## src/camhp_pkg.sv

```systemverilog
package camhp_pkg;
  // Timing of the host-driven strobe cycle
  localparam int CLK_NS = 10;
  localparam int SETUP_NS = 10;
  localparam int STROBE_LOW_NS = 50;
  localparam int STROBE_HIGH_NS = 20;
  localparam int INIT_NS = 100;
  localparam int SETUP_CYC = (SETUP_NS + CLK_NS - 1) / CLK_NS;
  localparam int STROBE_LOW_CYC = (STROBE_LOW_NS + CLK_NS - 1) / CLK_NS;
  localparam int STROBE_HIGH_CYC = (STROBE_HIGH_NS + CLK_NS - 1) / CLK_NS;
  localparam int INIT_CYC = (INIT_NS + CLK_NS - 1) / CLK_NS;
  localparam int CNT_W = 8;

  // Register map, byte addresses
  localparam logic [7:0] REG_CTRL = 8'h00;
  localparam logic [7:0] REG_WDATA = 8'h04;
  localparam logic [7:0] REG_RDATA = 8'h08;
  localparam logic [7:0] REG_STATUS = 8'h0C;

  // Control register fields
  localparam int CTRL_START = 0;
  localparam int CTRL_READ = 1;
  localparam int CTRL_DATA = 2;
  localparam int CTRL_CHAIN = 3;
  localparam int CTRL_INIT = 4;

  // Status register fields
  localparam int ST_BUSY = 0;
  localparam int ST_DONE = 1;
  localparam int ST_OWN_HIT = 2;
  localparam int ST_OWN_MULTI = 3;
  localparam int ST_SYS_MATCH = 4;
  localparam int ST_SYS_FULL = 5;

  localparam logic [1:0] RESP_OKAY = 2'b00;
  localparam logic [1:0] RESP_SLVERR = 2'b10;

  typedef struct packed {
    logic awvalid;
    logic [7:0] awaddr;
    logic wvalid;
    logic [31:0] wdata;
    logic [3:0] wstrb;
    logic bready;
    logic arvalid;
    logic [7:0] araddr;
    logic rready;
  } camhp_axi_req_type;

  typedef struct packed {
    logic awready;
    logic wready;
    logic bvalid;
    logic [1:0] bresp;
    logic arready;
    logic rvalid;
    logic [31:0] rdata;
    logic [1:0] rresp;
  } camhp_axi_resp_type;

  // Pins the host drives toward the first device of the chain
  typedef struct packed {
    logic chip_strobe_n;
    logic direction_sel_n;
    logic command_or_data_n;
    logic chain_enable_n;
    logic init_clear_n;
    logic cascade_match_in_n;
    logic cascade_full_in_n;
    logic [15:0] io_bus_out;
    logic io_bus_oe_n;
  } camhp_pins_type;

  // Flags sampled from the chain
  typedef struct packed {
    logic own_hit_n;
    logic own_multi_hit_n;
    logic cascade_match_out_n;
    logic cascade_full_out_n;
  } camhp_flags_type;

  typedef enum logic [2:0] {
    CAMHP_IDLE,
    CAMHP_INIT,
    CAMHP_SETUP,
    CAMHP_LOW,
    CAMHP_HIGH
  } camhp_state_type;
endpackage : camhp_pkg

```

## src/camhp_host.sv

```systemverilog
// Local design decisions: the AXI4-Lite interface to the registers and the address map.
`timescale 1ns/100ps
module camhp_host #(
  parameter int STROBE_LOW = camhp_pkg::STROBE_LOW_CYC,
  parameter int INIT_LEN = camhp_pkg::INIT_CYC
) (
  input wire logic clock,
  input wire logic rst_n,
  input wire camhp_pkg::camhp_axi_req_type axi_req,
  output camhp_pkg::camhp_axi_resp_type axi_resp,
  output camhp_pkg::camhp_pins_type pins,
  input wire logic [15:0] io_bus_in,
  input wire camhp_pkg::camhp_flags_type flags
);
  camhp_pkg::camhp_state_type state, next_state;
  logic [camhp_pkg::CNT_W-1:0] count, next_count;
  logic cyc_read, next_cyc_read;
  logic cyc_data, next_cyc_data;
  logic cyc_chain, next_cyc_chain;
  logic [15:0] wdata, next_wdata;
  logic [15:0] rdata, next_rdata;
  logic done, next_done;
  camhp_pkg::camhp_flags_type flag_q, next_flag_q;
  logic bvalid, next_bvalid;
  logic [1:0] bresp, next_bresp;
  logic rvalid, next_rvalid;
  logic [31:0] rd_word, next_rd_word;
  logic [1:0] rresp, next_rresp;
  logic wr_take;
  logic rd_take;
  logic busy;

  assign busy = (state != camhp_pkg::CAMHP_IDLE);
  // Address and data taken together; keeps the slave free of half-writes
  assign wr_take = axi_req.awvalid && axi_req.wvalid && !bvalid;
  assign rd_take = axi_req.arvalid && !rvalid;

  always_comb begin
    next_state = state;
    next_count = count;
    next_cyc_read = cyc_read;
    next_cyc_data = cyc_data;
    next_cyc_chain = cyc_chain;
    next_wdata = wdata;
    next_rdata = rdata;
    next_done = done;
    next_flag_q = flag_q;
    next_bvalid = bvalid && !axi_req.bready;
    next_bresp = bresp;
    next_rvalid = rvalid && !axi_req.rready;
    next_rd_word = rd_word;
    next_rresp = rresp;
    if (wr_take) begin
      next_bvalid = 1'b1;
      next_bresp = camhp_pkg::RESP_OKAY;
      unique case (axi_req.awaddr)
        camhp_pkg::REG_CTRL: begin
          // Orders arriving while a cycle runs are dropped
          if (!busy && axi_req.wstrb[0]) begin
            if (axi_req.wdata[camhp_pkg::CTRL_INIT]) begin
              next_state = camhp_pkg::CAMHP_INIT;
              next_count = camhp_pkg::CNT_W'(INIT_LEN - 1);
              next_done = 1'b0;
            end else if (axi_req.wdata[camhp_pkg::CTRL_START]) begin
              next_cyc_read = axi_req.wdata[camhp_pkg::CTRL_READ];
              next_cyc_data = axi_req.wdata[camhp_pkg::CTRL_DATA];
              next_cyc_chain = axi_req.wdata[camhp_pkg::CTRL_CHAIN];
              next_state = camhp_pkg::CAMHP_SETUP;
              next_count = camhp_pkg::CNT_W'(camhp_pkg::SETUP_CYC - 1);
              next_done = 1'b0;
            end
          end
        end
        camhp_pkg::REG_WDATA: begin
          if (axi_req.wstrb[0]) next_wdata[7:0] = axi_req.wdata[7:0];
          if (axi_req.wstrb[1]) next_wdata[15:8] = axi_req.wdata[15:8];
        end
        camhp_pkg::REG_RDATA, camhp_pkg::REG_STATUS: ;
        default: next_bresp = camhp_pkg::RESP_SLVERR;
      endcase
    end
    if (rd_take) begin
      next_rvalid = 1'b1;
      next_rresp = camhp_pkg::RESP_OKAY;
      next_rd_word = 32'h0000_0000;
      unique case (axi_req.araddr)
        camhp_pkg::REG_CTRL: ;
        camhp_pkg::REG_WDATA: next_rd_word[15:0] = wdata;
        camhp_pkg::REG_RDATA: next_rd_word[15:0] = rdata;
        camhp_pkg::REG_STATUS: begin
          next_rd_word[camhp_pkg::ST_BUSY] = busy;
          next_rd_word[camhp_pkg::ST_DONE] = done;
          next_rd_word[camhp_pkg::ST_OWN_HIT] = !flag_q.own_hit_n;
          next_rd_word[camhp_pkg::ST_OWN_MULTI] = !flag_q.own_multi_hit_n;
          next_rd_word[camhp_pkg::ST_SYS_MATCH] = !flag_q.cascade_match_out_n;
          next_rd_word[camhp_pkg::ST_SYS_FULL] = !flag_q.cascade_full_out_n;
        end
        default: next_rresp = camhp_pkg::RESP_SLVERR;
      endcase
    end
    unique case (state)
      camhp_pkg::CAMHP_IDLE: ;
      camhp_pkg::CAMHP_INIT: begin
        if (count == '0) begin
          next_state = camhp_pkg::CAMHP_HIGH;
          next_count = camhp_pkg::CNT_W'(camhp_pkg::STROBE_HIGH_CYC - 1);
        end else next_count = count - 1'b1;
      end
      camhp_pkg::CAMHP_SETUP: begin
        if (count == '0) begin
          next_state = camhp_pkg::CAMHP_LOW;
          next_count = camhp_pkg::CNT_W'(STROBE_LOW - 1);
        end else next_count = count - 1'b1;
      end
      camhp_pkg::CAMHP_LOW: begin
        if (count == '0) begin
          // Sample read data on the last low cycle, before the bus floats
          if (cyc_read) next_rdata = io_bus_in;
          next_state = camhp_pkg::CAMHP_HIGH;
          next_count = camhp_pkg::CNT_W'(camhp_pkg::STROBE_HIGH_CYC - 1);
        end else next_count = count - 1'b1;
      end
      camhp_pkg::CAMHP_HIGH: begin
        if (count == '0) begin
          // Flags settle once the strobe has risen
          next_flag_q = flags;
          next_done = 1'b1;
          next_state = camhp_pkg::CAMHP_IDLE;
        end else next_count = count - 1'b1;
      end
    endcase
  end

  always_ff @(posedge clock) begin
    if (!rst_n) begin
      state <= camhp_pkg::CAMHP_IDLE;
      count <= '0;
      cyc_read <= 1'b1;
      cyc_data <= 1'b1;
      cyc_chain <= 1'b0;
      wdata <= 16'h0000;
      rdata <= 16'h0000;
      done <= 1'b0;
      flag_q <= '1;
      bvalid <= 1'b0;
      bresp <= camhp_pkg::RESP_OKAY;
      rvalid <= 1'b0;
      rd_word <= 32'h0000_0000;
      rresp <= camhp_pkg::RESP_OKAY;
    end else begin
      state <= next_state;
      count <= next_count;
      cyc_read <= next_cyc_read;
      cyc_data <= next_cyc_data;
      cyc_chain <= next_cyc_chain;
      wdata <= next_wdata;
      rdata <= next_rdata;
      done <= next_done;
      flag_q <= next_flag_q;
      bvalid <= next_bvalid;
      bresp <= next_bresp;
      rvalid <= next_rvalid;
      rd_word <= next_rd_word;
      rresp <= next_rresp;
    end
  end

  always_comb begin
    axi_resp.awready = wr_take;
    axi_resp.wready = wr_take;
    axi_resp.bvalid = bvalid;
    axi_resp.bresp = bresp;
    axi_resp.arready = rd_take;
    axi_resp.rvalid = rvalid;
    axi_resp.rdata = rd_word;
    axi_resp.rresp = rresp;
    pins.chip_strobe_n = (state != camhp_pkg::CAMHP_LOW);
    pins.direction_sel_n = cyc_read;
    pins.command_or_data_n = cyc_data;
    // Chain stays off outside cycles and through the init pulse
    pins.chain_enable_n = !(cyc_chain && (state == camhp_pkg::CAMHP_SETUP
                            || state == camhp_pkg::CAMHP_LOW));
    pins.init_clear_n = (state != camhp_pkg::CAMHP_INIT);
    pins.cascade_match_in_n = 1'b1;
    pins.cascade_full_in_n = 1'b0;
    pins.io_bus_out = wdata;
    pins.io_bus_oe_n = !(!cyc_read && (state == camhp_pkg::CAMHP_SETUP
                         || state == camhp_pkg::CAMHP_LOW));
  end

  // Strobe-low cycle count, so the width check follows STROBE_LOW instead of a fixed repeat
  logic [camhp_pkg::CNT_W-1:0] low_len, next_low_len;
  localparam int DONE_LAG = camhp_pkg::STROBE_HIGH_CYC;

  always_comb begin
    next_low_len = pins.chip_strobe_n ? '0 : low_len + 1'b1;
  end

  always_ff @(posedge clock) begin
    if (!rst_n) low_len <= '0;
    else low_len <= next_low_len;
  end

  property p_read_no_drive;
    @(posedge clock) disable iff (!rst_n) pins.direction_sel_n |-> pins.io_bus_oe_n;
  endproperty
  a_read_no_drive: assert property (p_read_no_drive) else $error("Host drove bus in read");

  property p_init_chain_off;
    @(posedge clock) disable iff (!rst_n) !pins.init_clear_n |-> pins.chain_enable_n;
  endproperty
  a_init_chain_off: assert property (p_init_chain_off) else $error("Chain on during init");

  property p_init_strobe_high;
    @(posedge clock) disable iff (!rst_n)
      !pins.init_clear_n |-> pins.chip_strobe_n;
  endproperty
  a_init_strobe_high: assert property (p_init_strobe_high) else $error("Strobe low in init");

  property p_strobe_width;
    @(posedge clock) disable iff (!rst_n)
      $rose(pins.chip_strobe_n) |-> low_len == camhp_pkg::CNT_W'(STROBE_LOW);
  endproperty
  a_strobe_width: assert property (p_strobe_width) else $error("Strobe low width wrong");

  property p_ctrl_stable;
    @(posedge clock) disable iff (!rst_n)
      !pins.chip_strobe_n |-> $stable(pins.direction_sel_n) && $stable(pins.command_or_data_n)
                               && $stable(pins.chain_enable_n);
  endproperty
  a_ctrl_stable: assert property (p_ctrl_stable) else $error("Controls moved in cycle");

  property p_cmd_sel;
    @(posedge clock) disable iff (!rst_n)
      $fell(pins.chip_strobe_n) |-> $stable(pins.command_or_data_n)
        && $stable(pins.direction_sel_n);
  endproperty
  a_cmd_sel: assert property (p_cmd_sel) else $error("Command select mismatch");

  property p_write_drives;
    @(posedge clock) disable iff (!rst_n)
      (!pins.chip_strobe_n && !pins.direction_sel_n) |-> !pins.io_bus_oe_n;
  endproperty
  a_write_drives: assert property (p_write_drives) else $error("Write data not driven");

  property p_flag_capture;
    @(posedge clock) disable iff (!rst_n)
      $rose(pins.chip_strobe_n) && pins.init_clear_n |-> ##DONE_LAG done;
  endproperty
  a_flag_capture: assert property (p_flag_capture) else $error("Flags not captured");

  property p_chain_ties;
    @(posedge clock) disable iff (!rst_n) pins.cascade_match_in_n && !pins.cascade_full_in_n;
  endproperty
  a_chain_ties: assert property (p_chain_ties) else $error("Chain head not tied");

  c_write: cover property (@(posedge clock) disable iff (!rst_n)
    $fell(pins.chip_strobe_n) && !pins.direction_sel_n);
  c_read: cover property (@(posedge clock) disable iff (!rst_n)
    $fell(pins.chip_strobe_n) && pins.direction_sel_n);
  c_chain: cover property (@(posedge clock) disable iff (!rst_n)
    $fell(pins.chip_strobe_n) && !pins.chain_enable_n);
  c_init: cover property (@(posedge clock) disable iff (!rst_n) $rose(pins.init_clear_n));
endmodule : camhp_host

```

## config.mk

```make
export PLATFORM = sky130hd
export DESIGN_NAME = camhp_host
export DESIGN_NICKNAME = d
export VERILOG_FILES = /design/src/camhp_pkg.sv /design/src/camhp_host.sv
export SDC_FILE = /design/constraint.sdc
export NUM_CORES = 1
export LEC_CHECK = 0
export BUFFER_PORTS_ARGS = -buffer_cell sky130_fd_sc_hd__buf_2
export CAP_MARGIN = 40
export CORE_MARGIN = 3
export CORE_UTILIZATION = 48
export DETAILED_ROUTE_END_ITERATION = 10
export PLACE_DENSITY = 0.81
export SLEW_MARGIN = 5
export SYNTH_ARGS = -nofsm -noshare
export SYNTH_HDL_FRONTEND = slang
export SYNTH_SLANG_ARGS = --single-unit
```

## constraint.sdc

```tcl
create_clock -name clock -period 3 [get_ports clock]
set_input_delay 0.3 -clock clock [delete_from_list [all_inputs] [get_ports clock]]
set_output_delay 0.3 -clock clock [all_outputs]
set_load 0.01 [all_outputs]
```

==> key figures, run 1 <==
Placement
  • GP Congestion: 0.893
  • IO buf count: 105
  • Dpl hpwl: 6.55 mm
  • Post-Place Cells: 585

Power and ir drop
  • Comb power frac: 7.3%
  • Total Power: 1790 uW
  • Sw Ratio: 26.3%
  • Leakage: 0.00165 uW
  • Pwr/cell area: 439 nW/um^2
  • Internal power: 1320 uW
  • Flop pwr share: 53.1%
  • Clk pwr share: 39.6%
  • Worst IR Drop VDD: 0.266 mV
  • P_sw: 470 uW

Layout
  • Syn-to-layout area delta: 17.9%
  • Share of post-route cells with drive strength above 1: 26.9%
  • Reg area: 1420 sq um
  • Multi-input gate area: 1730 sq um
  • Most frequent cells in the layout: buf_2, dfxtp_1, a21oi_1
  • Commonest non-fill, non-tap cell in the layout: buf_2
  • Finished Layout Cells: 601
  • N_diodes: 0
  • Final-stage net count: 581
  • FILL cells: 651

Status
  • Status: completed

STA
  • Setup violators final: 0
  • Final hold vios: 0
  • Worst Tran Pin Value: 0.704 ns
  • Slew margin rel.: 52.7%
  • Period utilisation layout: 74.8%
  • Clk_skew: 0.00968 ns
  • RSZ-0062 raised after global routing: false
  • FMAX: 446 MHz
  • Setup tns final: 0 ns
  • Final slew viol count: 0
  • Final min period: 2.24 ns

Min path
  • Hold Crit Class: primary input to flip-flop
  • Hold path start: io_bus_in[11]
  • Hold Path Depth: 3
  • Hold Crit Endpoint: rdata[11]

Clocking
  • Resized Gates After CTS: 0
  • H-tree levels: 3
  • Hold_buf cts: 0
  • Clk sinks: 71
  • CTS buffer count: 9
  • Worst-path clk slew: 0.08 ns
  • Setup bufs post-CTS: 0
  • CTS tree: done
  • Worst skew pair latency: 0.35 ns
  • Clock root buffer: clkbuf_8
  • Max clock buf depth: 2

Routing
  • Routed wire per std cell: 15.1 um
  • Vias: 3,330
  • # DRC: 0
  • Antenna Nets Post-Route: 0
  • WL final: 9.10 mm
  • Total iterations of the first detailed-routing run: 5
  • Iteration-0 DRC Markers: 238
  • Post-DR vias/cell: 5.54

Synth
  • Synth Area in Simple Gates: 22.4%
  • Synthesized flop and latch total: 71
  • Sequential share of the synthesized area: 41.2%
  • Compound-Gate Fraction of Synth Area: 18.9%
  • Post-synthesis mux area share: 5.25%
  • Post-synth EDFFs: 0
  • Avg Cell Area, Syn: 8.34 sq um
  • Synth Area in Adders: 0.725%
  • Distinct cells, synth: 60
  • Largest family of logic cells by synthesized area: simple AND/OR/NAND/NOR gates
  • Ys async rst share: 0%
  • Mapped Area: 3450 sq um
  • Main flop type after synthesis: dfxtp_1
  • XOR/XNOR share of the synthesized area: 0.761%
  • Syn. warnings: 0
  • Mapped Cells: 414

Global route
  • Vias in the first global route: 3,105
  • Overflow after GRT: 0
  • GRT Util Overall: 21.7%
  • Initial antenna violation count: 0
  • First-pass GRT wire length: 14.7 mm
  • Largest net degree at the start of global routing: 46

Setup path
  • Delay-heaviest family, CP: simple AND/OR/NAND/NOR gates
  • Crit end category: flip-flop
  • Worst-path fanout max: 13
  • Worst reg2reg setup slack: 0.76 ns
  • Crit path buffers/inverters: 0
  • Reg2Reg Launch Point: state[1]
  • Worst path max stage delay: 0.63 ns
  • RR Endpoint: count[5]
  • CP cell instances: nor3_1 -> nand4_1 -> o211ai_1 -> a211oi_1
  • Critical path class: flip-flop to flip-flop
  • Crit-path slowest cell: nor3_1
  • CP required: 3.21 ns
  • WP data arrival: 2.45 ns
  • Worst reg-to-reg path cell count: 4
  • Critical path launch point type: flip-flop

Job
  • Max_cap viols: 0

Floorplanning
  • Die ar.: 8250 sq um
  • IO Pins: 144
  • Starting Density: 50.3%
  • Row cnt: 30
  • Die Ht: 90.8 um
  • Total core area: 6870 sq um
  • Die X: 90.8 um
## state kept, by name, summed over array words and instances (netlist names), 3 cells and up
name and cells:
state 3, flag_q 4, wdata 16, count 8, rdata 16, rd_word 16
## power groups by stage
stage | combinational, uW | clock [uW] | sequential (uW)
final | 131 | 708 | 948
after global routing | 145 | 760 | 949
after CTS | 129 | 715 | 948
after detailed placement | 129 | 0 | 970
after global placement | 127 | 0 | 970
after floorplan | 89.9 | 0 | 971
## synthesized netlist by cell type, types with 2 or more instances
| master | instances | area share [%] |
|---|---|---|
| a211oi_1 | 2 | 0.43 |
| a21o_1 | 4 | 0.87 |
| a21oi_1 | 38 | 5.5 |
| a22oi_1 | 13 | 2.8 |
| and3_1 | 2 | 0.36 |
| and4_1 | 2 | 0.51 |
| buf_2 | 3 | 0.43 |
| buf_4 | 27 | 5.9 |
| clkbuf_1 | 23 | 2.5 |
| conb_1 | 2 | 0.22 |
| dfxtp_1 | 71 | 41 |
| ha_1 | 2 | 0.72 |
| inv_1 | 6 | 0.65 |
| mux2i_1 | 17 | 4.9 |
| nand2_1 | 33 | 3.6 |
| nand2b_1 | 5 | 0.91 |
| nand3_1 | 35 | 5.1 |
| nand4_1 | 4 | 0.72 |
| nand4b_1 | 2 | 0.51 |
| nor2_1 | 28 | 3.0 |
| nor2b_1 | 6 | 1.1 |
| nor3_1 | 3 | 0.43 |
| nor3b_1 | 2 | 0.43 |
| nor4_1 | 6 | 1.1 |
| o211ai_1 | 6 | 1.3 |
| o21ai_0 | 25 | 3.6 |
| or3_1 | 11 | 2.0 |
| or3b_2 | 2 | 0.51 |
| xor2_1 | 3 | 0.76 |
## per-stage QoR
stage / util, % / hold slack (ns) / instance area (sq um) / setup WS (ns)
after global placement: 56.6 / 0.442 / 3890 / 0.850
after global routing: 59.3 / 0.184 / 4070 / 0.661
after floorplan: - / 0.440 / 3520 / 0.888
after CTS: 59.3 / 0.178 / 4070 / 0.795
after detailed placement: 56.6 / 0.447 / 3890 / 0.822
final: 59.3 / 0.184 / 4070 / 0.756
## layout make-up
cell class | count | share of cell area, %
clock buffer | 10 | 3.38
clock inverter | 6 | 1.11
inverter | 7 | 0.646
multi-input combinational | 298 | 42.6
sequential | 71 | 34.9
tap | 96 | 2.95
timing repair buffer | 113 | 14.4
## worst max-delay path by stage
stage	cells past startpoint	to	slack (ns)	startpoint
finish	4	count[5]	0.76	state[1]
global route	7	rdata[8]	0.66	count[0]
CTS	7	rdata[6]	0.80	count[0]
detailed placement	5	wdata[15]	0.82	axi_req[49]
global placement	7	rdata[8]	0.85	count[0]
floorplan	8	rdata[13]	0.89	count[0]
## per-layer routing
metal  part of all wire [%]  vias up  global-route usage (%)
met5                      0        -                       0
met4                    2.1        0                    9.17
met3                    7.4       15                    4.67
met2                     47      152                    34.5
met1                     44     1549                    28.6
li1                       -     1614                       -
## tightest hold or removal path, stage by stage
cell and delay, ns:
buf_2 0.08, mux2i_1 0.05, nor2_1 0.07
## cell families after synthesis
family | Yosys count
compound gates | 106
xor+xnor | 3
fa+ha+maj | 2
buf+inv | 63
flops | 71
mux | 18
other cells | 2
simple gates | 149
No activity file was read; power rests on OpenSTA's default activity.
==> run 2, diff against run 1 <==
CORE_UTILIZATION = 43   (was 48)
PLACE_DENSITY = 0.77   (was 0.81)
clock period = 1.9 ns   (was 3 ns; I/O delays follow)
==> key figures, run 2 (synthesis results as in run 1) <==
Status
  • Status: completed (unchanged)

Placement
  • Dpl hpwl: 6.92 mm (was 6.55 mm)
  • GP Congestion: 0.979 (was 0.893)
  • Post-Place Cells: 612 (was 585)
  • IO buf count: 105 (unchanged)

Routing
  • Total iterations of the first detailed-routing run: 5 (unchanged)
  • # DRC: 0 (unchanged)
  • Routed wire per std cell: 15.2 um (was 15.1 um)
  • WL final: 9.66 mm (was 9.10 mm)
  • Vias: 3,430 (was 3,330)
  • Post-DR vias/cell: 5.38 (was 5.54)
  • Iteration-0 DRC Markers: 268 (was 238)
  • Antenna Nets Post-Route: 0 (unchanged)

Clocking
  • Worst-path clk slew: 0.08 ns (about the same)
  • CTS tree: done (unchanged)
  • Worst skew pair latency: 0.34 ns (was 0.35 ns)
  • Clock root buffer: clkbuf_8 (unchanged)
  • H-tree levels: 3 (unchanged)
  • Clk sinks: 71 (unchanged)
  • Hold_buf cts: 0 (unchanged)
  • Max clock buf depth: 2 (unchanged)
  • CTS buffer count: 9 (unchanged)

Global route
  • Initial antenna violation count: 0 (unchanged)
  • First-pass GRT wire length: 14.5 mm (was 14.7 mm)
  • GRT Util Overall: 20.2% (was 21.7%)
  • Largest net degree at the start of global routing: 51 (was 46)
  • Overflow after GRT: 0 (unchanged)
  • Vias in the first global route: 3,045 (was 3,105)

Layout
  • Syn-to-layout area delta: 27.0% (was 17.9%)
  • Finished Layout Cells: 637 (was 601)
  • Share of post-route cells with drive strength above 1: 32.3% (was 26.9%)
  • N_diodes: 0 (unchanged)
  • Commonest non-fill, non-tap cell in the layout: buf_2 (unchanged)
  • Final-stage net count: 611 (was 581)
  • Core Util, Final: 56.5% (was 59.3%)
  • Biggest regs: rd_word (16), rdata (16), wdata (16) (unchanged)
  • Most frequent cells in the layout: buf_2, dfxtp_1, a21oi_1 (unchanged)

Floorplanning
  • Starting Density: 44.5% (was 50.3%)
  • Total core area: 7770 sq um (was 6870 sq um)
  • Row cnt: 32 (was 30)
  • Die X: 95.6 um (was 90.8 um)
  • IO Pins: 144 (unchanged)
  • Die Ht: 95.6 um (was 90.8 um)
  • Die ar.: 9140 sq um (was 8250 sq um)

STA
  • Period utilisation layout: 100% (was 74.8%)
  • Slew margin rel.: 62.2% (was 52.7%)
  • Clk_skew: 0.00900 ns (was 0.00968 ns)
  • Final slew viol count: 0 (unchanged)
  • FMAX: 526 MHz (was 446 MHz)
  • Worst Tran Pin Value: 0.566 ns (was 0.704 ns)
  • RSZ-0062 raised after global routing: true (was false)
  • Setup tns final: 0 ns (unchanged)
  • Final min period: 1.90 ns (was 2.24 ns)
  • Hold Slack: 0.0777 ns (was 0.184 ns)
  • Setup violators final: 0 (unchanged)
  • Final hold vios: 0 (unchanged)

Setup path
  • Critical path class: flip-flop to flip-flop (unchanged)
  • Worst-path fanout max: 8 (was 13)
  • Worst setup path startpoint: count[1] (was state[1])
  • Reg2Reg Launch Point: count[1] (was state[1])
  • WP data arrival: 2.12 ns (was 2.45 ns)
  • Crit-path slowest cell: or3b_4 (was nor3_1)
  • CP required: 2.12 ns (was 3.21 ns)
  • Worst path max stage delay: 0.41 ns (was 0.63 ns)
  • Crit end category: flip-flop (unchanged)
  • Critical path launch point type: flip-flop (unchanged)
  • CP cell instances: inv_2 -> ha_4 -> or3b_4 -> nor3_4 -> clkbuf_16 -> mux2i_1 -> nor2_1 (was nor3_1 -> nand4_1 -> o211ai_1 -> a211oi_1)

Power and ir drop
  • Pwr/cell area: 675 nW/um^2 (was 439 nW/um^2)
  • Leakage: 0.00182 uW (was 0.00165 uW)
  • Total Power: 2960 uW (was 1790 uW)
  • Worst IR Drop VDD: 0.426 mV (was 0.266 mV)

Min path
  • Hold path start: io_bus_in[11] (unchanged)
  • Hold Crit Class: primary input to flip-flop (unchanged)

Job
  • Max_cap viols: 0 (unchanged)
run 2: per-stage QoR:
| stage | area, sq um | setup WS [ns] |
|---|---|---|
| after floorplan | 3540 | -0.0301 |
| after global placement | 4080 | 0.0670 |
| after detailed placement | 4080 | 0.0420 |
| after CTS | 4290 | 0.0222 |
| after global routing | 4390 | -0.0664 |
| final | 4390 | 0.000519 |
run 2: layout make-up:
class	count	area (sq um)
clock buffer	10	138
clock inverter	6	67.6
fill	723	3380
inverter	7	28.8
multi-input combinational	298	1760
sequential	71	1430
tap	102	128
timing repair buffer	143	841
run 2: where the power goes:
group          switching [uW]  leakage [uW]  internal, uW  total, uW
Combinational             137       0.00115          80.7        217
Sequential               4.13      0.000574          1490       1500
Clock                     601     0.0000993           649       1250
Total                     741       0.00182          2220       2960
run 2: critical path: cells and delay by family (launching register included):
family / cells / cell delay [ns]
adders and majority gates: 1 / 0.13
buffers and inverters: 2 / 0.32
DFF: 1 / 0.34
muxes: 1 / 0.21
and+or+nand+nor: 3 / 0.77
run 2: metal layers:
layer | vias up | GRT usage, % | share of wire, %
met2 | 139 | 31.4 | 48
met4 | 0 | 6.52 | 1.4
met5 | - | 0 | 0
li1 | 1671 | - | -
met1 | 1606 | 27.8 | 44
met3 | 14 | 4.58 | 6.4
run 2: final timing paths:
path	endpoint	slack, ns	cells after the start
min	rdata[11]	0.08	3
min reg2reg	rd_word[14]	0.46	2
max	rdata[13]	0.0005	7
max reg2reg	rdata[13]	0.0005	7
run 2: timing repair:
item / in CTS / in global routing
pin swaps: 0 / 0
resized for setup: 1 / 4
setup buffers: 0 / 8
cloned: 0 / 1
endpoints found under the hold margin: 0 / 0
setup endpoints to repair: 1 / 16
==> run 3, diff against run 2 <==
CORE_UTILIZATION = 52   (was 43)
PLACE_DENSITY = 0.87   (was 0.77)
clock period = 2.4 ns   (was 1.9 ns; I/O delays follow)
==> key figures, run 3 (synthesis results as in run 1) <==
Status
  • Status: completed (unchanged)

Floorplanning
  • Total core area: 6390 sq um (was 7770 sq um)
  • Die Ht: 87.5 um (was 95.6 um)
  • IO Pins: 144 (unchanged)
  • Starting Density: 54.1% (was 44.5%)
  • Row cnt: 29 (was 32)
  • Die X: 87.5 um (was 95.6 um)
  • Die ar.: 7650 sq um (was 9140 sq um)

Clocking
  • Worst skew pair latency: 0.35 ns (was 0.34 ns)
  • Max clock buf depth: 2 (unchanged)
  • Clk sinks: 71 (unchanged)
  • Setup bufs post-CTS: 0 (unchanged)
  • Hold_buf cts: 0 (unchanged)
  • Clock root buffer: clkbuf_8 (unchanged)
  • CTS buffer count: 9 (unchanged)
  • H-tree levels: 3 (unchanged)
  • Resized Gates After CTS: 0 (was 1)
  • CTS tree: done (unchanged)
  • Worst-path clk slew: 0.07 ns (was 0.08 ns)

Routing
  • Iteration-0 DRC Markers: 219 (was 268)
  • # DRC: 0 (unchanged)
  • Routed wire per std cell: 15.6 um (was 15.2 um)
  • Post-DR vias/cell: 5.85 (was 5.38)
  • WL final: 9.17 mm (was 9.66 mm)
  • Total iterations of the first detailed-routing run: 5 (unchanged)
  • Vias: 3,430 (unchanged)
  • Antenna Nets Post-Route: 0 (unchanged)

Layout
  • Finished Layout Cells: 586 (was 637)
  • Core Util, Final: 64.0% (was 56.5%)
  • Biggest regs: rd_word (16), rdata (16), wdata (16) (unchanged)
  • Syn-to-layout area delta: 18.4% (was 27.0%)
  • Most frequent cells in the layout: buf_2, dfxtp_1, a21oi_1 (unchanged)
  • N_diodes: 0 (unchanged)
  • Share of post-route cells with drive strength above 1: 27.5% (was 32.3%)
  • Final-stage net count: 585 (was 611)
  • Commonest non-fill, non-tap cell in the layout: buf_2 (unchanged)

Placement
  • Dpl hpwl: 6.84 mm (was 6.92 mm)
  • Post-Place Cells: 570 (was 612)
  • IO buf count: 105 (unchanged)
  • GP Congestion: 0.975 (was 0.979)

Setup path
  • Worst reg2reg setup slack: 0.27 ns (was 0.0005 ns)
  • WP data arrival: 2.36 ns (was 2.12 ns)
  • Crit end category: flip-flop (unchanged)
  • Critical path class: flip-flop to flip-flop (unchanged)
  • CP required: 2.64 ns (was 2.12 ns)
  • RR Endpoint: rdata[4] (was rdata[13])
  • Worst-path fanout max: 16 (was 8)
  • Reg2Reg Launch Point: count[0] (was count[1])
  • Critical path launch point type: flip-flop (unchanged)
  • Worst reg-to-reg path cell count: 7 (unchanged)

Global route
  • Largest net degree at the start of global routing: 34 (was 51)
  • Overflow after GRT: 0 (unchanged)
  • Vias in the first global route: 3,088 (was 3,045)
  • GR peak layer: met2 (unchanged)
  • First-pass GRT wire length: 14.8 mm (was 14.5 mm)
  • Initial antenna violation count: 0 (unchanged)
  • Met2 Resource Use GR: 38.6% (was 31.4%)
  • Met1 Use GR: 32.5% (was 27.8%)
  • Met3 Resource Use GR: 6.24% (was 4.58%)
  • GRT Util Overall: 24.5% (was 20.2%)

STA
  • Final min period: 2.13 ns (was 1.90 ns)
  • Clk_skew: 0.00815 ns (was 0.00900 ns)
  • Final slew viol count: 0 (unchanged)
  • Period utilisation layout: 88.6% (was 100%)
  • RSZ-0062 raised after global routing: false (was true)
  • Slew margin rel.: 51.7% (was 62.2%)
  • Setup tns final: 0 ns (unchanged)
  • Final hold vios: 0 (unchanged)
  • Worst Tran Pin Value: 0.718 ns (was 0.566 ns)
  • Setup violators final: 0 (unchanged)
  • FMAX: 470 MHz (was 526 MHz)

Power and ir drop
  • Worst IR Drop VDD: 0.589 mV (was 0.426 mV)
  • Pwr/cell area: 542 nW/um^2 (was 675 nW/um^2)
  • Total Power: 2210 uW (was 2960 uW)
  • Leakage: 0.00167 uW (was 0.00182 uW)

Min path
  • Hold Crit Class: primary input to flip-flop (unchanged)
  • Hold path start: io_bus_in[6] (was io_bus_in[11])
  • Hold Crit Endpoint: rdata[6] (was rdata[11])
  • Hold Path Depth: 3 (unchanged)

Job
  • Max_cap viols: 0 (unchanged)
## run 3: metal layers
metal  share of wire (%)  routed length [um]
met1                  42                3820
met2                  48                4360
met3                 8.6                 785
met4                 2.3                 207
met5                   0                   0
## run 3: power breakdown
part	leakage (uW)	total [uW]	internal [uW]	switching [uW]
clock	0.0000849	867	406	461
sequential	0.000573	1180	1180	3.05
combinational	0.00101	163	58.1	104
total	0.00167	2210	1650	569
## run 3: critical path: stages, from the launching register on
cell	delay, ns
dfxtp_1	0.33
inv_1	0.13
ha_1	0.21
or3b_2	0.59
nor3_4	0.26
buf_12	0.20
mux2i_1	0.22
nor2_1	0.06
## run 3: how the worst max path moves through the flow
stage / end / cells past startpoint / slack (ns) / startpoint
finish: rdata[4] / 7 / 0.27 / count[0]
global route: wdata[12] / 4 / 0.05 / bvalid
CTS: rdata[4] / 7 / 0.29 / count[0]
detailed placement: wdata[8] / 5 / 0.25 / axi_req[49]
global placement: rdata[8] / 7 / 0.35 / count[0]
floorplan: rdata[13] / 8 / 0.29 / count[0]
## run 3: cell type report
type	instances	area [sq um]
Sequential cell	71	1420
Clock inverter	6	45.0
Multi-Input combinational cell	298	1730
Fill cell	560	2300
Timing Repair Buffer	117	628
Tap cell	77	96.3
Clock buffer	10	138
Inverter	7	26.3
## run 3: metrics by stage
step,cell area (sq um),hold slack (ns),setup WS (ns)
after global placement,3910,0.441,0.347
after global routing,4090,0.125,0.0492
after detailed placement,3910,0.445,0.249
after floorplan,3520,0.387,0.288
final,4090,0.128,0.274
after CTS,4090,0.120,0.285
